<file path="config.mk">
export PLATFORM = sky130hd
export DESIGN_NAME = adm_top
export DESIGN_NICKNAME = d
export VERILOG_FILES = /design/src/rtl/adm_cic.v /design/src/rtl/adm_top.v
export VERILOG_INCLUDE_DIRS = /design/src /design/src/rtl
export SDC_FILE = /design/constraint.sdc
export NUM_CORES = 2
export LEC_CHECK = 0
export ABC_AREA = 1
export ABC_CLOCK_PERIOD_IN_PS = 20000
export BUFFER_PORTS_ARGS = -buffer_cell sky130_fd_sc_hd__buf_4
export CORE_MARGIN = 1
export CORE_UTILIZATION = 60
export CTS_CLUSTER_DIAMETER = 30
export DETAILED_ROUTE_END_ITERATION = 10
export MAX_ROUTING_LAYER = met4
export PLACE_DENSITY = 0.74
export SLEW_MARGIN = 20
export SYNTH_ARGS = -nofsm -noshare
export SYNTH_HDL_FRONTEND = slang
export SYNTH_SLANG_ARGS = --single-unit
</file>
<file path="constraint.sdc">
create_clock -name clk -period 20 [get_ports clk]
set_clock_uncertainty 0.2 [all_clocks]
set_input_delay 1 -clock clk [delete_from_list [all_inputs] [get_ports clk]]
set_output_delay 1 -clock clk [all_outputs]
set_load 0.005 [all_outputs]
</file>
<file path="src/rtl/adm_defines.vh">
// Constants for the ADC decimation and dc-measurement block
`ifndef ADM_DEFINES_VH
`define ADM_DEFINES_VH
`define ADM_ADDR_CONFIG     8'h66
`define ADM_ADDR_CONTROL    8'h67
`define ADM_ADDR_RESULT_HI  8'h68
`define ADM_ADDR_RESULT_MID 8'h69
`define ADM_ADDR_RESULT_LO  8'h6A
`define ADM_BIT_DC_ENABLE   7
`define ADM_BIT_DC_MODE     5
`define ADM_BIT_LATCH       6
`define ADM_BIT_PER_RESET   5
`define ADM_FIELD_HI        4
`define ADM_FIELD_LO        0
`define ADM_PIN_FUNC_MODCLK 4'hA
`define ADM_FILTER_A        2'h0
`define ADM_FILTER_B        2'h1
`define ADM_FILTER_C        2'h2
`define ADM_OSR_128         8'h80
`define ADM_OSR_64          8'h40
`define ADM_OSR_32          8'h20
`define ADM_LEN_MIN         5'h01
`define ADM_LEN_MAX         5'h14
`define ADM_CIC_SHIFT_MAX   5'h15
`endif

</file>
<file path="src/rtl/adm_cic.v">
// Cascaded integrator-comb decimator with a short FIR smoother
`timescale 1ns/1ps
module adm_cic #(
  parameter WIDTH = 32
) (
  input  wire             clk,
  input  wire             rst,
  input  wire             mod_tick,
  input  wire             bit_in,
  input  wire [7:0]       osr,
  output reg  [WIDTH-1:0] sample,
  output reg              sample_valid
);
  // ----------------------------------------
  // Integrators, combs and decimation count
  // ----------------------------------------
  reg signed [WIDTH-1:0] int1;
  reg signed [WIDTH-1:0] int2;
  reg signed [WIDTH-1:0] int3;
  reg signed [WIDTH-1:0] d1;
  reg signed [WIDTH-1:0] d2;
  reg signed [WIDTH-1:0] d3;
  reg signed [WIDTH-1:0] fir_prev;
  reg [7:0]              count;
  wire signed [WIDTH-1:0] in_val = bit_in ? {{(WIDTH-1){1'b0}}, 1'b1}
                                          : {WIDTH{1'b1}};
  wire signed [WIDTH-1:0] c1 = int3 - d1;
  wire signed [WIDTH-1:0] c2 = c1 - d2;
  wire signed [WIDTH-1:0] c3 = c2 - d3;
  always @(posedge clk or posedge rst) begin
    if (rst) begin
      int1 <= {WIDTH{1'b0}};
      int2 <= {WIDTH{1'b0}};
      int3 <= {WIDTH{1'b0}};
      d1 <= {WIDTH{1'b0}};
      d2 <= {WIDTH{1'b0}};
      d3 <= {WIDTH{1'b0}};
      fir_prev <= {WIDTH{1'b0}};
      count <= 8'h00;
      sample <= {WIDTH{1'b0}};
      sample_valid <= 1'b0;
    end else begin
      sample_valid <= 1'b0;
      if (mod_tick) begin
        int1 <= int1 + in_val;
        int2 <= int2 + int1;
        int3 <= int3 + int2;
        if (count >= osr - 8'h01) begin
          count <= 8'h00;
          d1 <= int3;
          d2 <= c1;
          d3 <= c2;
          fir_prev <= c3;
          sample <= (c3 >>> 1) + (fir_prev >>> 1);
          sample_valid <= 1'b1;
        end else begin
          count <= count + 8'h01;
        end
      end
    end
  end
endmodule // adm_cic

</file>
<file path="src/rtl/adm_top.v">
// ADC decimation back end with dc measurement
// Operation
// - Decimate modulator rate down to output rate; filter follows processing block.
// - Decimation is a CIC stage followed by linear-phase FIR.
// - Filter A also serves 96 kHz at oversampling 64.
// - Filter B serves up to 96 kHz at oversampling 64.
// - Filter C with oversampling 32 serves 192 ksps.
// - Each output period hand a left/right 32-bit word pair.
// - Serial interface rounds each word to configured length.
// - Same mono sample goes to left and right slots.
// - Pin function 1010 drives modulator clock on general pin one.
// - Microphone bit sampled on each modulator clock rising edge.
// - Config bit 7 enables dc measurement while not recording.
// - Result is 24-bit 2.22 value over three read-back registers.
// - Config bit 5 picks averaging (0) or IIR (1).
// - Field 4..0 sets averaging length 2^D, D from 1 to 20.
// - Same field sets IIR coefficient in IIR mode.
// - Control bit 5 resets averager every 2^R modulator clocks.
`timescale 1ns/1ps
`include "adm_defines.vh"
module adm_top #(
  parameter MOD_DIV = 8
) (
  input  wire        clk,
  input  wire        rst,
  input  wire [7:0]  reg_addr,
  input  wire [7:0]  reg_wdata,
  input  wire        reg_write,
  input  wire        reg_read,
  output reg  [7:0]  reg_rdata,
  input  wire [3:0]  pin_function,
  input  wire [1:0]  filter_select,
  input  wire [7:0]  adc_oversampling_ratio,
  input  wire        dig_mic_enable,
  input  wire        mod_bit,
  input  wire        serial_data_in,
  input  wire [4:0]  word_length,
  output reg         general_pin_one,
  output reg         general_pin_one_oe,
  output reg  [31:0] left_word,
  output reg  [31:0] right_word,
  output reg         word_valid
);
  // ----------------------------------------
  // Modulator clock generation
  // ----------------------------------------
  reg [7:0] div_cnt;
  reg       mod_clk;
  // One pulse per modulator period, at the internal rising edge
  wire      mod_rise = (div_cnt == MOD_DIV - 1) && !mod_clk;
  always @(posedge clk or posedge rst) begin
    if (rst) begin
      div_cnt <= 8'h00;
      mod_clk <= 1'b0;
    end else if (div_cnt == MOD_DIV - 1) begin
      div_cnt <= 8'h00;
      mod_clk <= ~mod_clk;
    end else begin
      div_cnt <= div_cnt + 8'h01;
    end
  end
  // Modulator clock driven out on the general pin
  always @(posedge clk or posedge rst) begin
    if (rst) begin
      general_pin_one    <= 1'b0;
      general_pin_one_oe <= 1'b0;
    end else begin
      general_pin_one_oe <= (pin_function == `ADM_PIN_FUNC_MODCLK);
      general_pin_one    <= (pin_function == `ADM_PIN_FUNC_MODCLK) & mod_clk;
    end
  end

  // ----------------------------------------
  // Input selection and decimation
  // ----------------------------------------
  reg         in_bit;
  // Microphone stream replaces the internal modulator bit
  wire        eff_in = dig_mic_enable ? serial_data_in : mod_bit;
  always @(posedge clk or posedge rst) begin
    if (rst) begin
      in_bit <= 1'b0;
    end else if (mod_rise) begin
      in_bit <= eff_in;
    end
  end
  // Filter type only restricts the legal oversampling ratio
  function [7:0] pick_osr;
    input [1:0] sel;
    input [7:0] req;
    begin
      case (sel)
        `ADM_FILTER_A: pick_osr = (req == `ADM_OSR_64) ? `ADM_OSR_64 : `ADM_OSR_128;
        `ADM_FILTER_B: pick_osr = `ADM_OSR_64;
        `ADM_FILTER_C: pick_osr = `ADM_OSR_32;
        default:       pick_osr = req;
      endcase
    end
  endfunction
  wire [7:0]  osr = pick_osr(filter_select, adc_oversampling_ratio);
  wire [31:0] dec_sample;
  wire        dec_valid;
  adm_cic #(.WIDTH(32)) u_cic (
    .clk          (clk),
    .rst          (rst),
    .mod_tick     (mod_rise),
    .bit_in       (in_bit),
    .osr          (osr),
    .sample       (dec_sample),
    .sample_valid (dec_valid)
  );

  // ----------------------------------------
  // Serial interface hand-off
  // ----------------------------------------
  // Bits kept for a word of the given length
  function [31:0] keep_mask;
    input [4:0] len;
    begin
      if (len == 5'h00) keep_mask = 32'hFFFFFFFF;
      else keep_mask = ~(32'hFFFFFFFF >> len);
    end
  endfunction
  // Half of the lowest kept bit, added before the cut
  function [31:0] round_half;
    input [4:0] len;
    begin
      if (len == 5'h00) round_half = 32'h00000000;
      else round_half = 32'h80000000 >> len;
    end
  endfunction
  function [31:0] round_word;
    input [31:0] w;
    input [4:0]  len;
    begin
      round_word = (w + round_half(len)) & keep_mask(len);
    end
  endfunction
  // Register storage, declared ahead of its first reader
  reg [7:0] cfg;
  reg [7:0] ctl;
  // Words go out only while the channel records
  wire recording = dec_valid & ~cfg[`ADM_BIT_DC_ENABLE];
  // Same rounded sample into both slots
  always @(posedge clk or posedge rst) begin
    if (rst) begin
      left_word  <= 32'h00000000;
      right_word <= 32'h00000000;
      word_valid <= 1'b0;
    end else begin
      word_valid <= recording;
      if (recording) begin
        left_word  <= round_word(dec_sample, word_length);
        right_word <= round_word(dec_sample, word_length);
      end
    end
  end

  // ----------------------------------------
  // Registers
  // ----------------------------------------
  always @(posedge clk or posedge rst) begin
    if (rst) begin
      cfg <= 8'h00;
      ctl <= 8'h00;
    end else if (reg_write) begin
      if (reg_addr == `ADM_ADDR_CONFIG)  cfg <= reg_wdata;
      if (reg_addr == `ADM_ADDR_CONTROL) ctl <= reg_wdata;
    end
  end
  // Length settings outside 1..20 are pulled to the nearest end
  function [4:0] clamp_len;
    input [4:0] v;
    begin
      if (v < `ADM_LEN_MIN) clamp_len = `ADM_LEN_MIN;
      else if (v > `ADM_LEN_MAX) clamp_len = `ADM_LEN_MAX;
      else clamp_len = v;
    end
  endfunction
  // Settings decoded from the two registers
  wire       dc_on   = cfg[`ADM_BIT_DC_ENABLE];
  wire       iir_on  = cfg[`ADM_BIT_DC_MODE];
  wire [4:0] d_len   = cfg[`ADM_FIELD_HI:`ADM_FIELD_LO];
  wire [4:0] d_clip  = clamp_len(d_len);
  wire       per_rst = ctl[`ADM_BIT_PER_RESET];
  wire [4:0] r_exp   = ctl[`ADM_FIELD_HI:`ADM_FIELD_LO];
  wire       latch   = ctl[`ADM_BIT_LATCH];

  // ----------------------------------------
  // DC measurement filters
  // ----------------------------------------
  reg  signed [47:0] acc;
  reg         [31:0] avg_cnt;
  reg         [31:0] rst_cnt;
  reg  signed [23:0] dc_value;
  reg  signed [23:0] readback;
  wire signed [47:0] samp = {{24{dec_sample[31]}}, dec_sample[31:8]};
  wire [31:0]        avg_len = 32'h00000001 << d_clip;
  wire [31:0]        rst_per = 32'h00000001 << r_exp;
  wire               per_hit = per_rst && (rst_cnt >= rst_per - 32'h00000001);
  wire signed [47:0] avg_sum = (acc + samp) >>> d_clip;
  // Periodic reset counter, in modulator clock periods
  always @(posedge clk or posedge rst) begin
    if (rst) begin
      rst_cnt <= 32'h00000000;
    end else if (!dc_on) begin
      rst_cnt <= 32'h00000000;
    end else if (mod_rise) begin
      rst_cnt <= per_hit ? 32'h00000000 : rst_cnt + 32'h00000001;
    end
  end
  // Averaging and IIR filters on the decimated samples
  always @(posedge clk or posedge rst) begin
    if (rst) begin
      acc      <= 48'h000000000000;
      avg_cnt  <= 32'h00000000;
      dc_value <= 24'h000000;
    end else if (!dc_on) begin
      acc     <= 48'h000000000000;
      avg_cnt <= 32'h00000000;
    end else begin
      if (!iir_on && mod_rise && per_hit) begin
        acc     <= 48'h000000000000;
        avg_cnt <= 32'h00000000;
      end else if (dec_valid) begin
        if (iir_on) begin
          acc      <= acc + ((samp - acc) >>> d_clip);
          dc_value <= acc[23:0];
        end else if (avg_cnt >= avg_len - 32'h00000001) begin
          acc      <= 48'h000000000000;
          avg_cnt  <= 32'h00000000;
          dc_value <= avg_sum[23:0];
        end else begin
          acc     <= acc + samp;
          avg_cnt <= avg_cnt + 32'h00000001;
        end
      end
    end
  end

  // ----------------------------------------
  // Read-back latch control
  // ----------------------------------------
  // Open until the latch bit rises, then held while it stays set
  localparam LT_OPEN = 2'b01;
  localparam LT_HOLD = 2'b10;
  reg [1:0] lt_state;
  reg [1:0] next_lt_state;
  reg       capture;
  always @* begin
    next_lt_state = lt_state;
    capture       = 1'b0;
    case (lt_state)
      LT_OPEN: begin
        if (latch) begin
          next_lt_state = LT_HOLD;
          capture       = 1'b1;
        end
      end
      LT_HOLD: begin
        if (!latch) begin
          next_lt_state = LT_OPEN;
        end
      end
      default: begin
        next_lt_state = LT_OPEN;
      end
    endcase
  end
  always @(posedge clk or posedge rst) begin
    if (rst) begin
      lt_state <= LT_OPEN;
      readback <= 24'h000000;
    end else begin
      lt_state <= next_lt_state;
      if (capture) begin
        readback <= dc_value;
      end
    end
  end

  // ----------------------------------------
  // Read-back
  // ----------------------------------------
  // Registered read data, held until the next read
  always @(posedge clk or posedge rst) begin
    if (rst) begin
      reg_rdata <= 8'h00;
    end else if (reg_read) begin
      case (reg_addr)
        `ADM_ADDR_CONFIG:     reg_rdata <= cfg;
        `ADM_ADDR_CONTROL:    reg_rdata <= ctl;
        `ADM_ADDR_RESULT_HI:  reg_rdata <= readback[23:16];
        `ADM_ADDR_RESULT_MID: reg_rdata <= readback[15:8];
        `ADM_ADDR_RESULT_LO:  reg_rdata <= readback[7:0];
        default:              reg_rdata <= 8'h00;
      endcase
    end
  end
endmodule // adm_top

</file>
* Word-level counts from Yosys, hierarchy flattened
Index checks and enable logic that the tools add are counted.
Operators by class: bitwise operators 7, eq/ne operators 17, shift-type cells 6, $lt $le $gt $ge 5, add/sub/neg operators 18, reduce and logical (&&, ||, !) cells 15, mux-type cells 35
Operators by type and width (count):
- two-way mux 32 bit | 13
- two-way mux 48 bit | 5
- adder 32 bit | 4
- subtractor 32 bit | 3
- adder 32 x 1 -> 32 bit (second input constant) | 2
- >= comparator 32 bit | 2
- left shift 1 x 5 -> 32 bit (first input constant) | 2
- right shift 32 x 5 -> 32 bit (first input constant) | 2
- subtractor 32 x 1 -> 32 bit (second input constant) | 2
- adder 48 x 24 -> 48 bit | 1
- adder 48 bit | 1
- equality test 8 x 7 -> 1 bit (second input constant) | 6
- two-way mux 24 bit | 2
- >>> shifter 48 x 5 -> 24 bit | 1
- >>> shifter 48 x 5 -> 48 bit | 1
- subtractor 24 x 48 -> 48 bit | 1
- case mux 8 bit (5 select lines) | 1
- adder 31 x 31 -> 32 bit | 1
- AND 32 bit | 1
- inverter 32 bit | 1
- two-way mux 8 bit | 3
- case mux 8 bit (3 select lines) | 1
- adder 8 x 1 -> 8 bit (second input constant) | 2
- two-way mux 5 bit | 2
- 23 further kinds | 43
Word-level totals: output and inout port bits 75, word-level logic and storage cells 129, input port bits 42, register bits 496

* Depth between registers and ports, before layout
word-level depth 11, depth in mapped cells 43, gate-level depth less buffers 43

* Hierarchy
Synthesis repeated with hierarchy kept, for this count alone.
Second synthesis, totals: cell total of the unflattened synthesis 8348, area, all modules 53488.8 um^2
Modules (own cells, without submodules):
- adm_top | cells an instance 5282, area each 31387.6 um^2, times used 1, sequential area each 5781.8 um^2
- adm_cic | cells an instance 3066, area each 22101.2 um^2, times used 1, sequential area each 6606.3 um^2

* Worst setup path before layout
Ideal clock, no wire load.
path type register to register, start point register u_cic.int3[0], end point register u_cic.sample[28], path buffers 0, cell stages (with the launch flop) 40, data required time 19717 ps, library setup time 83 ps, slack 13626 ps, arrival time 6092 ps, clock period less this slack 6374 ps, path through dfrtp_1 > inv_1 > ha_1 > inv_1 > fa_1 > nand3_1 > nand2_1 > a21boi_0 > o21bai_1 > a21oi_1 > o21ai_0 > xor2_1 > ha_1 > a21oi_1 > o21ai_0 > a21oi_1 > nand2_1 > nand2_1 > [... 4 more ...] > nor2_1 > nor3b_1 > nand4_1 > nand3_1 > nand3_1 > nand2_1 > a31oi_1 > xnor2_1 > ha_1 > nand2_1 > nor4_1 > nand3_1 > nand3_1 > nand3_1 > nand2_1 > a31oi_1 > xor2_1 > o21ai_0
On the way: cells in the longest elaborated chain, start to end 4
Ends and longest elaborated chain:
- from (decl) | line adm_cic.v:19 | reg signed [WIDTH-1:0] int3;
- from (signal assigned) | line adm_cic.v:34 | int3 <= {WIDTH{1'b0}};
- from (signal assigned) | line adm_cic.v:47 | int3 <= int3 + int2;
- subtractor 32 bit | line adm_cic.v:27 | wire signed [WIDTH-1:0] c1 = int3 - d1;
- via u_cic.c1[12] | line adm_cic.v:27
- subtractor 32 bit | line adm_cic.v:28 | wire signed [WIDTH-1:0] c2 = c1 - d2;
- via u_cic.c2[17] | line adm_cic.v:28
- subtractor 32 bit | line adm_cic.v:29 | wire signed [WIDTH-1:0] c3 = c2 - d3;
- via u_cic.c3[22] | line adm_cic.v:29
- adder 31 x 31 -> 32 bit | line adm_cic.v:54 | sample <= (c3 >>> 1) + (fir_prev >>> 1);
- to (signal assigned) | line adm_cic.v:40 | sample <= {WIDTH{1'b0}};
- to (signal assigned) | line adm_cic.v:54
- to (decl) | line adm_cic.v:11 | output reg [WIDTH-1:0] sample,
The timed path passes the listed nets, and every way through them passes these cells. A chain may end at the register's enable or synchronous reset.

* Worst setup path after layout
Ends and elaborated chain as after synthesis.

==> summary.txt <==
Worst setup path
  • Worst endpoint required time: 20410 ps
  • Worst setup path start: u_cic.int3[0]
  • Worst path slowest cell: fa_1
  • Startpoint types: flop
  • CP max stage delay: 430 ps
  • CP top delay family: simple AND/OR/NAND/NOR gates
  • WP buf/inv: 3
  • RR Startpoint: u_cic.int3[0]
  • Worst Path Max Fanout: 5
  • CP arrival: 8310 ps
  • Crit path kind: flop to flop
  • Crit path capture type: flop

STA
  • RSZ-0062 raised after global routing: false
  • # setup viols final: 0
  • Slew margin rel.: 25.3%
  • Slew of the pin with the lowest slew margin: 1110 ps
  • Final hold vios: 0
  • Final Max Tran Viols: 0
  • Period minus WS final: 7900 ps
  • Setup TNS: 0 ps
  • Tcrit/Tclk final: 39.5%
  • Peak Freq: 127 MHz

Synthesis
  • Mux contribution to synthesized area: 0.505%
  • Yosys top cell area share: 24.0%
  • Main synth FF type: dfrtp_1
  • Cell variety after synth: 82
  • Sequential element share of the synthesized area: 24.0%
  • Synthesized area per cell: 6.51 um2
  • Post-synthesis xor/xnor area fraction: 5.06%
  • Commonest cells post-synth: nand2_1 (1961), inv_1 (918), nand3_1 (757)
  • Simple-gate area share of the yosys netlist: 31.4%
  • Synth Register Bits: 495
  • Post-Synth Adder-Cell Area: 11.8%
  • Most common cell in the netlist: nand2_1
  • Compound-Gate Fraction of Synth Area: 17.5%
  • Cell taking the most area after synthesis: dfrtp_1
  • EDFF count, synth: 0
  • Async S/R FF share, synth: 100%
  • Largest family of logic cells by synthesized area: simple AND/OR/NAND/NOR gates
  • Mapped cell area: 51500 um2
  • Top area cells in the synthesized netlist: dfrtp_1 (24%), nand2_1 (14%), ha_1 (11%)
  • Syn Inst Count: 7913
  • Synthesis Warnings: 0

Floorplan
  • Die width: 295 um
  • Boundary Pins: 117
  • Core Rows: 107
  • Die area: 87100 um2
  • Core Footprint: 85100 um2
  • Initial core utilization: 60.5%
  • Die H: 295 um

Power and ir drop
  • Total power: 9080 uW
  • P_leak: 0.0287 uW
  • Maximum vdd ir drop: 0.244 mV
  • Power Density: 158 nW/um2

Global routing
  • Largest net degree at the start of global routing: 104
  • M1 GR Usage: 58.9%
  • Gr usage total: 48.7%
  • Initial antenna violation count: 6
  • Grt peak-use layer: met2
  • Met3 GRT Util: 11.6%
  • Met2 usage: 71.9%
  • First-pass GRT wire length: 317000 um
  • Gr ovfl total: 0
  • Vias in the first global route: 55200

Routing
  • TritonRoute pass-1 iters: 11
  • Final wirelength: 209000 um
  • Via density per instance: 6.36
  • DRC violations left: 4
  • ANT nets after route: 0
  • Initial DRC Count: 8063
  • Via count: 58400
  • WL/cell: 22.7 um

Outcome
  • Status: finished with violations
  • Failing checks: design-rule violations

Worst hold path
  • Min-delay worst type: input port to async pin

CTS
  • Clock slew at reported path FFs: 50 ps
  • H-tree depth: 4
  • CTS tree: built
  • CTS resizes: 0
  • CTS Sinks: 495
  • CTS Buf Count: 130
  • Clk root buf: clkbuf_16
  • Postcts setup bufs: 0
  • CTS Buffer Depth: 3
  • Hold buffer count at cts: 0
  • Clk Latency, worst-skew pair: 790 ps

Layout
  • Nets: 8453
  • Syn-to-layout area delta: 11.7%
  • Layout cells sized above 1: 6.78%
  • Final instance area: 57500 um2
  • Fin util: 67.6%
  • Fillers: 7059
  • FF/Latch Area: 12400 um2
  • Multi-input gate area: 34200 um2

Placed design
  • PortBufs: 116
  • DP HPWL: 154000 um
  • Dpl cell area: 52700 um2
  • GPL Wtd Cong: 1.14

Job
  • Max-Cap Viols: 0
-- cells by family after synthesis --
logic type	count (synthesis)
compound gates	1619
simple gates	3789
other cells	1
buf+inv	1211
mux	24
xor+xnor	296
fa+ha+maj	478
flops	495
-- registers in the layout, summed over array words and instances, names as in the netlist, 24 cells and up --
signal / count
dc_value: 24
rst_cnt: 32
readback: 24
u_cic.d1: 32
u_cic.int3: 32
u_cic.fir_prev: 31
u_cic.sample: 32
acc: 48
u_cic.int2: 32
right_word: 32
avg_cnt: 32
u_cic.int1: 32
u_cic.d3: 32
u_cic.d2: 32
-- cell type report --
cell class	count	share of cell area, %
tap	1144	2.49
timing repair buffer	149	1.95
clock inverter	78	2.21
inverter	942	6.17
multi-input combinational	6215	59.5
clock buffer	161	6.12
antenna	9	0.0391
sequential	495	21.5
-- stage by stage --
step / setup WS, ps / cells / hold WS, ps
detailed placement: 12640 / 8945 / 272
global route: 11500 / 9191 / 228
global placement: 12830 / 8945 / 245
finish: 12100 / 9193 / 159
floorplan: 4980 / 7921 / 233
CTS: 12280 / 9184 / 196
-- worst register-to-register path, delay by kind of cell, from the launching register on --
family | cells | cell delay, ps
simple gates | 17 | 2460
compound gates | 9 | 1840
fa+ha+maj | 5 | 1740
xor+xnor | 4 | 820
flops | 1 | 390
buf+inv | 3 | 280
-- worst paths after layout --
kind                                      end  slack (ps)  cells after the start
max in group asynchronous    u_cic.sample[31]       15440                      6
setup reg to reg             u_cic.sample[28]       12100                     38
setup / recovery             u_cic.sample[28]       12100                     38
min in group clk           general_pin_one_oe         230                      2
hold reg to reg            u_cic.fir_prev[29]         290                      2
hold / removal             general_pin_one_oe         160                      2
-- metal layers --
layer  share of wire, %  vias to the layer above
li1                   -                    26500
met1                 38                    26800
met2                 43                     4081
met3                 11                     1076
met4                7.9                        0
met5                  0                        -
-- cells in the final DEF (no fill, tap or decap), types with 15 or more instances in the layout --
cell type / n
a21boi_0: 20
a21o_1: 30
nand3_1: 757
o21bai_1: 46
buf_4: 148
ha_1: 467
nand2_2: 17
xnor2_1: 84
inv_1: 916
nand4_1: 91
a31oi_1: 67
nor2_2: 17
mux2_2: 16
clkbuf_16: 130
clkbuf_8: 15
o21ai_0: 590
nand2_1: 1961
clkinv_2: 17
bufinv_16: 19
nor4_1: 51
clkinvlp_4: 15
nor3_1: 96
o31ai_1: 34
xor2_1: 211
dfrtp_1: 492
clkbuf_1: 16
a21oi_1: 596
o21a_1: 24
o211ai_1: 31
o21ai_1: 47
nor2_1: 669
o22ai_1: 49
inv_2: 17
or2_2: 47
-- where the power goes --
| group | internal (uW) | total [uW] | switching, uW |
|---|---|---|---|
| clock | 1520 | 2280 | 758 |
| combinational | 1670 | 5510 | 3850 |
| sequential | 1130 | 1280 | 155 |
| total | 4320 | 9080 | 4760 |
No activity file was read; power rests on OpenSTA's default activity.
